[src/verilog/cdr_consts.svh]
`ifndef CDR_CONSTS_SVH
`define CDR_CONSTS_SVH

// register byte offsets on the bus
`define CDR_OFF_IP 8'h00
`define CDR_OFF_ACC 8'h04
`define CDR_OFF_TACC 8'h08
`define CDR_OFF_IX 8'h0c
`define CDR_OFF_EP 8'h10
`define CDR_OFF_SP 8'h14
`define CDR_OFF_PS 8'h18
`define CDR_OFF_ALU 8'h1c
`define CDR_OFF_XLATE 8'h20
`define CDR_OFF_STAT 8'h24

// state word field positions
`define CDR_PS_BANK_HI 15
`define CDR_PS_BANK_LO 11
`define CDR_PS_WIN_HI 10
`define CDR_PS_WIN_LO 8
`define CDR_PS_H 7
`define CDR_PS_I 6
`define CDR_PS_IL_HI 5
`define CDR_PS_IL_LO 4
`define CDR_PS_N 3
`define CDR_PS_Z 2
`define CDR_PS_V 1
`define CDR_PS_C 0

// alu command field positions
`define CDR_ALU_OP_HI 2
`define CDR_ALU_OP_LO 0
`define CDR_ALU_WORD 3

// translate register field positions
`define CDR_XL_IDX_HI 2
`define CDR_XL_IDX_LO 0
`define CDR_XL_DIR_HI 15
`define CDR_XL_DIR_LO 8

// reset values
`define CDR_RST_WORD 16'h0000
`define CDR_RST_PS 16'h0000
`define CDR_RST_ALU 4'h0
`define CDR_RST_XLATE 11'h000

// gp register area base
`define CDR_GP_BASE_BIT 1'b1

`endif

[src/verilog/cdr_pkg.sv]
package cdr_pkg;

  typedef enum logic [1:0] {
    CDR_ST_IDLE = 2'b01,
    CDR_ST_REPLY = 2'b10
  } cdr_state_t;

  typedef enum logic [2:0] {
    CDR_OP_ADD = 3'h0,
    CDR_OP_ADDC = 3'h1,
    CDR_OP_SUB = 3'h2,
    CDR_OP_SUBC = 3'h3,
    CDR_OP_SHL = 3'h4,
    CDR_OP_SHR = 3'h5
  } cdr_op_t;

endpackage

[src/verilog/cdr_regs.sv]
`timescale 1ns/1ps
`include "cdr_consts.svh"
module cdr_regs (
  input wire logic CLK_I,
  input wire logic NRST_I,
  input wire logic PSEL_I,
  input wire logic PENABLE_I,
  input wire logic PWRITE_I,
  input wire logic [7:0] PADDR_I,
  input wire logic [31:0] PWDATA_I,
  input wire logic [3:0] PSTRB_I,
  input wire logic IRQ_REQ_I,
  input wire logic [1:0] IRQ_REQ_LEVEL_I,
  output logic [31:0] PRDATA_O,
  output logic PREADY_O,
  output logic PSLVERR_O,
  output logic IRQ_TAKE_O,
  output logic IRQ_EN_O,
  output logic [1:0] IRQ_LEVEL_MASK_O,
  output logic [4:0] BANK_SELECT_O,
  output logic [2:0] DIRECT_WINDOW_SELECT_O
);

  logic rst_meta_r;
  logic rst_n_r;

  // release of reset is synchronised, assertion stays asynchronous
  always_ff @(posedge CLK_I or negedge NRST_I) begin
    if (!NRST_I) begin
      rst_meta_r <= 1'b0;
      rst_n_r <= 1'b0;
    end else begin
      rst_meta_r <= 1'b1;
      rst_n_r <= rst_meta_r;
    end
  end

  cdr_pkg::cdr_state_t state_r;
  cdr_pkg::cdr_state_t state_nxt;
  logic [15:0] ip_r;
  logic [15:0] acc_r;
  logic [15:0] acc_nxt;
  logic [15:0] tacc_r;
  logic [15:0] ix_r;
  logic [15:0] ep_r;
  logic [15:0] sp_r;
  logic [15:0] ps_r;
  logic [15:0] ps_nxt;
  logic [3:0] alu_r;
  logic [10:0] xlate_r;
  logic [31:0] rdata_nxt;
  logic err_nxt;

  // bus decode
  wire access = PSEL_I & PENABLE_I;
  wire take = access & (state_r == cdr_pkg::CDR_ST_REPLY);
  // read data only on the first access edge, so it stands with ready alone
  wire rd_first = access & ~PWRITE_I & (state_r == cdr_pkg::CDR_ST_IDLE);
  wire wr = take & PWRITE_I & ~err_nxt;
  wire hit_ip = (PADDR_I == `CDR_OFF_IP);
  wire hit_acc = (PADDR_I == `CDR_OFF_ACC);
  wire hit_tacc = (PADDR_I == `CDR_OFF_TACC);
  wire hit_ix = (PADDR_I == `CDR_OFF_IX);
  wire hit_ep = (PADDR_I == `CDR_OFF_EP);
  wire hit_sp = (PADDR_I == `CDR_OFF_SP);
  wire hit_ps = (PADDR_I == `CDR_OFF_PS);
  wire hit_alu = (PADDR_I == `CDR_OFF_ALU);
  wire hit_xl = (PADDR_I == `CDR_OFF_XLATE);
  wire hit_stat = (PADDR_I == `CDR_OFF_STAT);
  wire hit_any = hit_ip | hit_acc | hit_tacc | hit_ix | hit_ep | hit_sp | hit_ps | hit_alu
                 | hit_xl | hit_stat;
  wire [15:0] wlo = PWDATA_I[15:0];
  wire [1:0] strb_lo = PSTRB_I[1:0];

  // byte lane merge for 16-bit registers
  function automatic logic [15:0] merge16(input logic [15:0] old, input logic [15:0] nv,
                                          input logic [1:0] st);
    merge16 = {st[1] ? nv[15:8] : old[15:8], st[0] ? nv[7:0] : old[7:0]};
  endfunction

  // state word fields
  wire [4:0] bank_sel = ps_r[`CDR_PS_BANK_HI:`CDR_PS_BANK_LO];
  wire [2:0] win_sel = ps_r[`CDR_PS_WIN_HI:`CDR_PS_WIN_LO];
  wire irq_en = ps_r[`CDR_PS_I];
  wire [1:0] il_mask = ps_r[`CDR_PS_IL_HI:`CDR_PS_IL_LO];

  // address translation
  wire [2:0] gp_idx = xlate_r[2:0];
  wire [7:0] dir_lo = xlate_r[10:3];
  // bank select lands on bits 7:3, index on 2:0, base bit 8
  wire [15:0] gp_addr = {7'h00, `CDR_GP_BASE_BIT, bank_sel, gp_idx};
  wire [3:0] win_base = {1'b0, win_sel} + 4'h1;
  // lower half never remapped; select 0 maps the upper half onto itself
  wire [15:0] dir_addr = dir_lo[7] ? {5'h00, win_base, dir_lo[6:0]} : {8'h00, dir_lo};

  // interrupt admission: lower number wins, mask 0 blocks all
  wire irq_take_nxt = IRQ_REQ_I & irq_en & (IRQ_REQ_LEVEL_I < il_mask);

  // alu operands and datapath
  wire [2:0] op_f = PWDATA_I[`CDR_ALU_OP_HI:`CDR_ALU_OP_LO];
  wire word_f = PWDATA_I[`CDR_ALU_WORD];
  wire alu_go = wr & hit_alu;
  wire cin = ps_r[`CDR_PS_C];
  wire use_c = (op_f == cdr_pkg::CDR_OP_ADDC) | (op_f == cdr_pkg::CDR_OP_SUBC);
  wire ci = use_c & cin;
  wire is_sub = (op_f == cdr_pkg::CDR_OP_SUB) | (op_f == cdr_pkg::CDR_OP_SUBC);
  // byte operations see only the low bytes
  wire [15:0] opa = word_f ? acc_r : {8'h00, acc_r[7:0]};
  wire [15:0] opb = word_f ? tacc_r : {8'h00, tacc_r[7:0]};
  wire [16:0] sum = is_sub ? ({1'b0, opa} - {1'b0, opb} - {16'h0000, ci})
                           : ({1'b0, opa} + {1'b0, opb} + {16'h0000, ci});
  wire [4:0] nib = is_sub ? ({1'b0, opa[3:0]} - {1'b0, opb[3:0]} - {4'h0, ci})
                          : ({1'b0, opa[3:0]} + {1'b0, opb[3:0]} + {4'h0, ci});
  wire [15:0] shl = {opa[14:0], 1'b0};
  wire [15:0] shr = {1'b0, opa[15:1]};
  wire is_shl = (op_f == cdr_pkg::CDR_OP_SHL);
  wire is_shr = (op_f == cdr_pkg::CDR_OP_SHR);
  wire is_arith = (op_f <= cdr_pkg::CDR_OP_SUBC);
  wire [15:0] res = is_arith ? sum[15:0] : (is_shl ? shl : shr);
  wire res_msb = word_f ? res[15] : res[7];
  wire a_msb = word_f ? opa[15] : opa[7];
  wire b_msb = word_f ? opb[15] : opb[7];
  wire res_zero = word_f ? (res == 16'h0000) : (res[7:0] == 8'h00);
  // byte carry is bit 8 of the sum, which for subtraction is the borrow
  wire arith_c = word_f ? sum[16] : sum[8];
  wire shl_c = word_f ? opa[15] : opa[7];
  wire shift_c = is_shl ? shl_c : opa[0];
  wire ovf_add = (a_msb == b_msb) & (res_msb != a_msb);
  wire ovf_sub = (a_msb != b_msb) & (res_msb != a_msb);
  wire arith_v = is_sub ? ovf_sub : ovf_add;
  wire op_ok = is_arith | is_shl | is_shr;

  // bus state machine: one wait state on every access
  always_comb begin
    state_nxt = state_r;
    unique case (state_r)
      cdr_pkg::CDR_ST_IDLE: begin
        if (access) begin
          state_nxt = cdr_pkg::CDR_ST_REPLY;
        end
      end
      cdr_pkg::CDR_ST_REPLY: begin
        state_nxt = cdr_pkg::CDR_ST_IDLE;
      end
      default: begin
        state_nxt = cdr_pkg::CDR_ST_IDLE;
      end
    endcase
  end

  // read mux; data is captured as ready rises
  always_comb begin
    rdata_nxt = 32'h0000_0000;
    err_nxt = ~hit_any;
    if (hit_ip) begin
      rdata_nxt = {16'h0000, ip_r};
    end else if (hit_acc) begin
      rdata_nxt = {16'h0000, acc_r};
    end else if (hit_tacc) begin
      rdata_nxt = {16'h0000, tacc_r};
    end else if (hit_ix) begin
      rdata_nxt = {16'h0000, ix_r};
    end else if (hit_ep) begin
      rdata_nxt = {16'h0000, ep_r};
    end else if (hit_sp) begin
      rdata_nxt = {16'h0000, sp_r};
    end else if (hit_ps) begin
      rdata_nxt = {16'h0000, ps_r};
    end else if (hit_alu) begin
      rdata_nxt = {28'h0000000, alu_r};
    end else if (hit_xl) begin
      rdata_nxt = {dir_addr, gp_addr};
    end else if (hit_stat) begin
      rdata_nxt = {29'h0000000, IRQ_TAKE_O, il_mask == 2'h3, irq_en};
    end
  end

  // accumulator: bus write or alu result, byte ops keep the high byte
  always_comb begin
    acc_nxt = acc_r;
    if (wr & hit_acc) begin
      acc_nxt = merge16(acc_r, wlo, strb_lo);
    end else if (alu_go & op_ok & PSTRB_I[0]) begin
      acc_nxt = word_f ? res : {acc_r[15:8], res[7:0]};
    end
  end

  // state word: bus write or flag update from the alu
  always_comb begin
    ps_nxt = ps_r;
    if (wr & hit_ps) begin
      ps_nxt = merge16(ps_r, wlo, strb_lo);
    end else if (alu_go & op_ok & PSTRB_I[0]) begin
      ps_nxt[`CDR_PS_N] = res_msb;
      ps_nxt[`CDR_PS_Z] = res_zero;
      if (is_arith) begin
        ps_nxt[`CDR_PS_H] = nib[4];
        ps_nxt[`CDR_PS_V] = arith_v;
        ps_nxt[`CDR_PS_C] = arith_c;
      end else begin
        // shifts leave half carry alone; no sign overflow is reported
        ps_nxt[`CDR_PS_V] = 1'b0;
        ps_nxt[`CDR_PS_C] = shift_c;
      end
    end
  end

  always_ff @(posedge CLK_I or negedge rst_n_r) begin
    if (!rst_n_r) begin
      state_r <= cdr_pkg::CDR_ST_IDLE;
      PREADY_O <= 1'b0;
      PRDATA_O <= 32'h0000_0000;
      PSLVERR_O <= 1'b0;
    end else begin
      state_r <= state_nxt;
      PREADY_O <= (state_nxt == cdr_pkg::CDR_ST_REPLY);
      PRDATA_O <= rd_first ? rdata_nxt : 32'h0000_0000;
      PSLVERR_O <= access & (state_r == cdr_pkg::CDR_ST_IDLE) & err_nxt;
    end
  end

  always_ff @(posedge CLK_I or negedge rst_n_r) begin
    if (!rst_n_r) begin
      ip_r <= `CDR_RST_WORD;
      tacc_r <= `CDR_RST_WORD;
      ix_r <= `CDR_RST_WORD;
      ep_r <= `CDR_RST_WORD;
      sp_r <= `CDR_RST_WORD;
    end else begin
      if (wr & hit_ip) begin
        ip_r <= merge16(ip_r, wlo, strb_lo);
      end
      if (wr & hit_tacc) begin
        tacc_r <= merge16(tacc_r, wlo, strb_lo);
      end
      if (wr & hit_ix) begin
        ix_r <= merge16(ix_r, wlo, strb_lo);
      end
      if (wr & hit_ep) begin
        ep_r <= merge16(ep_r, wlo, strb_lo);
      end
      if (wr & hit_sp) begin
        sp_r <= merge16(sp_r, wlo, strb_lo);
      end
    end
  end

  // state word reset clears enable and window select
  always_ff @(posedge CLK_I or negedge rst_n_r) begin
    if (!rst_n_r) begin
      acc_r <= `CDR_RST_WORD;
      ps_r <= `CDR_RST_PS;
    end else begin
      acc_r <= acc_nxt;
      ps_r <= ps_nxt;
    end
  end

  always_ff @(posedge CLK_I or negedge rst_n_r) begin
    if (!rst_n_r) begin
      alu_r <= `CDR_RST_ALU;
      xlate_r <= `CDR_RST_XLATE;
    end else begin
      if (alu_go & PSTRB_I[0]) begin
        alu_r <= PWDATA_I[3:0];
      end
      if (wr & hit_xl) begin
        if (PSTRB_I[0]) begin
          xlate_r[2:0] <= PWDATA_I[`CDR_XL_IDX_HI:`CDR_XL_IDX_LO];
        end
        if (PSTRB_I[1]) begin
          xlate_r[10:3] <= PWDATA_I[`CDR_XL_DIR_HI:`CDR_XL_DIR_LO];
        end
      end
    end
  end

  // pins other than take mirror the state word one cycle late
  always_ff @(posedge CLK_I or negedge rst_n_r) begin
    if (!rst_n_r) begin
      IRQ_TAKE_O <= 1'b0;
      IRQ_EN_O <= 1'b0;
      IRQ_LEVEL_MASK_O <= 2'h0;
      BANK_SELECT_O <= 5'h00;
      DIRECT_WINDOW_SELECT_O <= 3'h0;
    end else begin
      IRQ_TAKE_O <= irq_take_nxt;
      IRQ_EN_O <= irq_en;
      IRQ_LEVEL_MASK_O <= il_mask;
      BANK_SELECT_O <= bank_sel;
      DIRECT_WINDOW_SELECT_O <= win_sel;
    end
  end

endmodule

[config.mk]
export PLATFORM = sky130hd
export DESIGN_NAME = cdr_regs
export DESIGN_NICKNAME = d
export VERILOG_FILES = /design/src/verilog/cdr_pkg.sv /design/src/verilog/cdr_regs.sv
export VERILOG_INCLUDE_DIRS = /design/src /design/src/verilog
export SDC_FILE = /design/constraint.sdc
export NUM_CORES = 1
export LEC_CHECK = 0
export ABC_AREA = 1
export BUFFER_PORTS_ARGS = -buffer_cell sky130_fd_sc_hd__buf_2
export CORE_ASPECT_RATIO = 1.2
export CORE_MARGIN = 1.5
export CORE_UTILIZATION = 25
export CTS_BUF_LIST = sky130_fd_sc_hd__clkbuf_16
export CTS_CLUSTER_SIZE = 30
export DETAILED_ROUTE_END_ITERATION = 10
export PLACE_DENSITY = 0.51
export SLEW_MARGIN = 10
export SYNTH_ARGS = -nofsm -noshare
export SYNTH_HDL_FRONTEND = slang
export SYNTH_SLANG_ARGS = --single-unit
[constraint.sdc]
create_clock -name CLK_I -period 5 [get_ports CLK_I]
set_input_delay 0.5 -clock CLK_I [delete_from_list [all_inputs] [get_ports CLK_I]]
set_output_delay 0.5 -clock CLK_I [all_outputs]
set_load 0.03 [all_outputs]
==> impl_metrics.tcl, run 1 <==
set metrics [dict create \
    syn_area_per_cell_um2 7.38 \
    startpoint_type "primary input" \
    start_util_pct 25.3 \
    final_antenna_net_count 0 \
    cts.htree.levels 4 \
    slew_violations 0 \
    dp_hpwl_mm 25.4 \
    hp-class "primary input to flop" \
    vias 9464 \
    final_hold_viol_count 0 \
    leakage_nw 6.39 \
    cts_resized 0 \
    placed_area_um2 11500 \
    drt-initial-drc-count 482 \
    clkSlewWorstSetupHoldPaths_ns 0.06 \
    routed_via_density 4.62 \
    drc_errors 0 \
    die_h_um 228 \
    grt_antenna_before_repair 1 \
    core_area_um2 41700 \
    numCtsBuffers 17 \
    first_global_vias 9433 \
    powerDensity_nw_per_um2 235 \
    maxCapViolCount 0 \
    synth_area_um2 10500 \
    syn_to_final_growth_pct 14.4 \
    setup_viol 0 \
    clock_latency_ns 0.44 \
    syn_inst 1428 \
    track_usage_pct 15.4 \
    clkSinkCount 172 \
    synth_ff_type "dfrtp_1" \
    cts_root_buf "clkbuf_16" \
    skew_ns 0.00779 \
    cp.arrival_ns 3.67 \
    grt_pass1_wl_mm 52.6 \
    relSlewSlack_pct 47.1 \
    hold_buffers 1 \
    ir_worst_vdd_mv 0.239 \
    pre_cts_ws_ns 1.32 \
    end_kind "flop" \
    dieWidth_um 190 \
    async_flop_share_pct 100 \
    synth_mux_area_share_pct 0 \
    yosys_warnings 0 \
    drive_gt1_share_pct 10.5 \
    synthSimpleGateAreaFrac_pct 26.0 \
    placementRows 82 \
    ys_seq_elements 172 \
    tns_ns 0 \
    fin_crit_sh_pct 66.1 \
    yosysUniqueCellTypes 55 \
    p_total_mw 2.84 \
    grt_max_degree 114 \
    synth_compound_area_share_pct 16.8 \
    wl_mm 32.8 \
    tightest_slew_ns 0.794 \
    port_buffers 74 \
    stdcell_area_um2 12100 \
    boundaryPins 98 \
    final_nets 1594 \
    rsz0062_at_grt "no" \
    clk_path_buf_depth 2 \
    synthAdderAreaFrac_pct 6.34 \
    critPathMaxFanout 22 \
    synth_top_family_by_area "simple AND/OR/NAND/NOR gates" \
    min_period_ns 3.30 \
    dieArea_um2 43400 \
    max_freq_mhz 303 \
    antenna_cells 0 \
    fin_util_pct 28.9 \
    post-cts-setup-buffers 0 \
    dr.pass1.iters 5 \
    crit_type "primary input to flop" \
    cts_tree "yes" \
    grt_overflow 0 \
    synth_xor_area_share_pct 0.332 \
    synth-edff-count 0 \
    setup_ws_ns 1.70 \
    crit_required_ns 5.37 \
    wl_per_cell_um 16.0 \
    gp_congestion 0.882 \
    status "complete, no violations" \
    ys_seq_area_share_pct 40.9 \
]
-- kinds of logic after synthesis --
group | Yosys count
adders and majority gates | 51
and+or+nand+nor | 633
other | 2
DFF | 172
buffers and inverters | 255
AOI/OAI and AO/OA | 311
xor gates and xnor gates | 4
-- synth_stat cells (2+ instances only) --
master	count	share of area (%)
nand2_4	5	0.53
buf_4	9	0.64
buf_2	8	0.38
clkbuf_1	26	0.93
nand3b_1	4	0.28
inv_2	7	0.25
o221ai_1	8	0.66
nor2_4	6	0.64
fa_1	4	0.76
o21ai_1	4	0.19
xor2_1	3	0.25
a21oi_1	90	4.3
inv_1	199	7.1
o21a_1	4	0.28
o22ai_1	6	0.36
conb_1	2	0.071
and2_1	3	0.18
nor2_2	4	0.24
o21bai_1	4	0.28
a221oi_1	9	0.75
nand3_1	84	4.0
nor3_1	9	0.43
ha_1	47	5.6
o2111ai_1	3	0.25
o21ai_0	152	7.2
nand4_1	17	1.0
nand3_4	3	0.50
nand2_1	373	13
a21oi_2	3	0.25
inv_4	3	0.18
nor2_1	117	4.2
or2_2	4	0.24
dfrtp_1	171	41
o211ai_1	16	1.1
-- where the power goes --
group / switching (mW) / internal (mW)
combinational: 0.114 / 0.0369
clock: 0.591 / 0.692
sequential: 0.0103 / 1.39
-- registers in the layout (all words and copies together), names as in the netlist, 2 cells and up --
name and cells:
BANK_SELECT_O 5, DIRECT_WINDOW_SELECT_O 3, IRQ_LEVEL_MASK_O 2, PRDATA_O 27, acc_r 16, alu_r 4
ep_r 16, ip_r 16, ix_r 16, ps_r 16, sp_r 16, state_r 2
tacc_r 16, xlate_r 11
-- worst paths after layout --
path	to	slack [ns]	start	depth (start not counted)
worst max-delay path	ps_r[0]	1.70	PWDATA_I[3]	18
worst min-delay path	IRQ_TAKE_O	0.30	IRQ_REQ_I	3
worst max register to register	ps_r[0]	1.75	ps_r[0]	20
worst min register to register	rst_n_r	0.35	rst_meta_r	0
max in group asynchronous	ps_r[9]	3.49	rst_n_r	1
min in group asynchronous	rst_n_r	0.36	NRST_I	2
-- layout by cell type (no fill, tap or decap), types with 4 or more instances in the layout --
| cell type | n |
|---|---|
| nand2_1 | 373 |
| inv_1 | 201 |
| dfrtp_1 | 170 |
| o21ai_0 | 152 |
| nor2_1 | 117 |
| a21oi_1 | 90 |
| nand3_1 | 84 |
| buf_2 | 74 |
| ha_1 | 47 |
| nand4_1 | 17 |
| clkbuf_16 | 17 |
| o211ai_1 | 16 |
| nor3_1 | 9 |
| a221oi_1 | 9 |
| o221ai_1 | 8 |
| buf_4 | 8 |
| inv_2 | 7 |
| nor2_4 | 6 |
| o22ai_1 | 6 |
| inv_6 | 6 |
| conb_1 | 6 |
| clkinvlp_4 | 6 |
| nand2_4 | 5 |
| nor2_2 | 4 |
| o21a_1 | 4 |
| o21bai_1 | 4 |
| nand3b_1 | 4 |
| o21ai_1 | 4 |
| or2_2 | 4 |
| fa_1 | 4 |
-- layout make-up --
type                            instances  area [um2]
Clock buffer                           17         425
Multi-Input combinational cell       1005        5240
Tap cell                              546         683
Fill cell                            4690       29600
Sequential cell                       172        4310
Timing Repair Buffer                   84         460
Inverter                              211         805
Clock inverter                         15         138
-- critical path: stages --
cell and delay [ns]:
buf_2 0.38, nand2_1 0.21, ha_1 0.43, inv_1 0.14
ha_1 0.41, nand2_1 0.11, nor2_1 0.14, nand3_1 0.09
nand3_1 0.14, inv_1 0.06, o21ai_0 0.35, or2_2 0.19
nand3_1 0.08, nand2_1 0.09, nand3_1 0.07, nand2_1 0.10
nand2_1 0.07, a21oi_2 0.11
-- metal layers --
layer  vias up  GRT usage (%)  wire length, um
li1       4752              -                -
met1      4477           19.6            14600
met2       209           27.5            16800
met3        24           1.91             1040
met4         2           3.91              414
met5         -              0               10
-- through the flow --
step | cells | hold slack, ns
3_5_place_dp | 2017 | 0.287
6_report | 2050 | 0.296
4_1_cts | 2050 | 0.274
3_3_place_gp | 2017 | 0.286
5_1_grt | 2050 | 0.298
2_1_floorplan | 1432 | 0.204
Note: power is estimated with default switching activity, not from simulation.
==> run 2: changes to the inputs <==
- ABC_AREA: 1 -> 0
- clock period: 5 -> 2.7 ns (I/O delays scaled with it)
==> run 2 against run 1 <==
The flow now finishes with violations (negative setup slack). Die area decreased by 6.7%. Sequential share of layout area decreased by 3.3 points. Via count decreased by 9.4%. Sequential cell count unchanged. Clock skew increased by 0.0078 ns. Total power increased by 87%. Clock power increased by 87%. Highest routed layer is now met4. Sequential power increased by 85%. Critical endpoint is now ps_r[2]. Synthesized cell count decreased by 31%.
==> impl_metrics.tcl, run 2 <==
set metrics [dict create \
    status "finished, violations left" \
    violations "negative setup slack" \
    syn_to_final_growth_pct 35.2 \
    crit_required_ns 3.10 \
    min_period_ns 3.33 \
    startpoint_type "flop" \
    skew_ns 0.0156 \
    final_cell_mix "buf_4 (203), dfrtp_1 (170), mux2_2 (93), nand2_1 (89), buf_2 (74)" \
    critPathMaxFanout 2 \
    synth_area_um2 9820 \
    dieWidth_um 184 \
    grt_max_degree 58 \
    largest_register "PRDATA_O" \
    crit_buf_inv 1 \
    syn_area_per_cell_um2 9.99 \
    max_freq_mhz 301 \
    hp-class "primary input to flop" \
    track_usage_pct 16.7 \
    cp.arrival_ns 3.73 \
    cp_slowest_cell "or4_4" \
    tns_ns -4.73 \
    grt_overflow 0 \
    yosys_warnings 0 \
    drc_errors 0 \
    rsz0062_at_grt "yes" \
    setup_viol 14 \
    placementRows 79 \
    placed_area_um2 12300 \
    tightest_slew_ns 0.605 \
    synth.largest_area_cell "dfrtp_1" \
    wl_mm 32.8 \
    core_area_um2 38700 \
    crit_family "simple AND/OR/NAND/NOR gates" \
    drive_gt1_share_pct 39.2 \
    vias 8578 \
    synth_ff_type "dfrtp_1" \
    n_fill_cell 4065 \
    wl_per_cell_um 18.3 \
    fin_crit_sh_pct 123 \
    pre_cts_ws_ns -0.827 \
    leakage_nw 6.57 \
    critPathMaxStageDelay_ns 0.54 \
    antenna_cells 0 \
    crit_type "flop to flop" \
    final_antenna_net_count 0 \
    p_total_mw 5.31 \
    syn_inst 983 \
    end_kind "flop" \
    cts.htree.levels 4 \
    slew_violations 0 \
    gp_congestion 0.932 \
    final_nets 1351 \
    dp_hpwl_mm 25.2 \
    dieArea_um2 40500 \
    final_common_cell "buf_4" \
    grt_pass1_wl_mm 50.7 \
    setup_ws_ns -0.627 \
    synth.most_common_cell "dfrtp_1" \
    clk_path_buf_depth 2 \
    path_cells "nand3_4 -> fa_2 -> fa_2 -> or2_4 -> a211oi_4 -> buf_6 -> nor4b_2 -> nor2_1 -> xnor2_1 -> a221oi_2 -> or4_4 -> nor4_2 -> o22a_1" \
    first_global_vias 8742 \
    maxCapViolCount 0 \
    ys_seq_elements 172 \
    ir_worst_vdd_mv 0.271 \
    numCtsBuffers 17 \
    dr.pass1.iters 5 \
    relSlewSlack_pct 59.3 \
    port_buffers 74 \
    clkSinkCount 172 \
    stdcell_area_um2 13300 \
    boundaryPins 98 \
    routed_via_density 4.80 \
    critPathMostFrequentCell "fa_2" \
    final_hold_viol_count 0 \
    start_util_pct 25.3 \
    ys_seq_area_share_pct 43.9 \
    clock_latency_ns 0.46 \
    synth-edff-count 0 \
    largest_reg_flops 27 \
    drt-initial-drc-count 484 \
    cts_root_buf "clkbuf_16" \
    die_h_um 220 \
    async_flop_share_pct 100 \
    synth_area_leaders "dfrtp_1 (44%), mux2_2 (11%), ha_1 (6.0%)" \
    powerDensity_nw_per_um2 400 \
    yosysTopAreaCellShare_pct 43.6 \
    synth_commonest_cells "dfrtp_1 (171), mux2_2 (94), nand2_1 (90)" \
    grt_antenna_before_repair 0 \
    yosysUniqueCellTypes 67 \
    clkSlewWorstSetupHoldPaths_ns 0.08 \
    cts_tree "yes" \
]
[run 2: cells by family (layout without fill, tap and decap cells)]
logic type	after synthesis	in the layout	share of synthesized area [%]
AO/OA/AOI/OAI	243	243	16.2
XOR/XNOR	25	25	2.23
adder cells (fa/ha/maj)	51	51	6.81
buffers and inverters	104	378	4.24
flip-flops	172	172	43.9
multiplexers	121	121	13.5
other	2	6	0.0765
AND/OR/NAND/NOR	265	265	13.1
[run 2: cell type report]
type                       count  area [um2]  share of cell area (%)
clock buffer                  17         425                    3.20
clock inverter                15         131                   0.990
inverter                      60         238                    1.79
multi-input combinational    711        5500                    41.4
sequential                   172        4310                    32.5
tap                          526         658                    4.96
timing repair buffer         286        2010                    15.2
[run 2: tightest hold or removal path: stages]
cell and delay [ns]:
buf_2 0.09, nand2_1 0.05, a211oi_1 0.04
[run 2: through the flow]
| step | util [%] | hold WS (ns) | std cells |
|---|---|---|---|
| after floorplan | - | -0.0256 | 987 |
| after global placement | 31.7 | 0.0552 | 1745 |
| after detailed placement | 31.7 | 0.0576 | 1745 |
| after CTS | 33.8 | 0.0253 | 1783 |
| after global routing | 34.3 | 0.0353 | 1787 |
| final | 34.3 | 0.0437 | 1787 |
[run 2: routing by layer]
| metal | wire, um | track usage, % | vias up |
|---|---|---|---|
| li1 | - | - | 4077 |
| met1 | 13800 | 20.0 | 4280 |
| met2 | 17100 | 29.8 | 171 |
| met3 | 957 | 2.46 | 50 |
| met4 | 977 | 6.78 | 0 |
| met5 | 0 | 0 | - |
[run 2: power breakdown]
group	switching [mW]	internal, mW
registers	0.00684	2.58
clock network	1.19	1.21
logic	0.222	0.102
[run 2: path summary, 6_finish.rpt]
check                      startpoint           end  slack (ns)  depth (start not counted)
max in group asynchronous     rst_n_r   PRDATA_O[6]        1.67                          1
min in group asynchronous      NRST_I       rst_n_r        0.13                          2
setup reg to reg              ps_r[0]       ps_r[2]       -0.63                         13
hold reg to reg               rst_n_r  PRDATA_O[18]        0.18                          0
hold / removal              IRQ_REQ_I    IRQ_TAKE_O        0.04                          3
setup / recovery              ps_r[0]       ps_r[2]       -0.63                         13
[run 2: timing repair]
item	4_1_cts	5_1_grt
endpoints found under the hold margin	2	0
resized for setup	45	34
buffers inserted	8	9
endpoints found under the setup margin	16	16
hold buffers	1	0
pin swaps	37	44
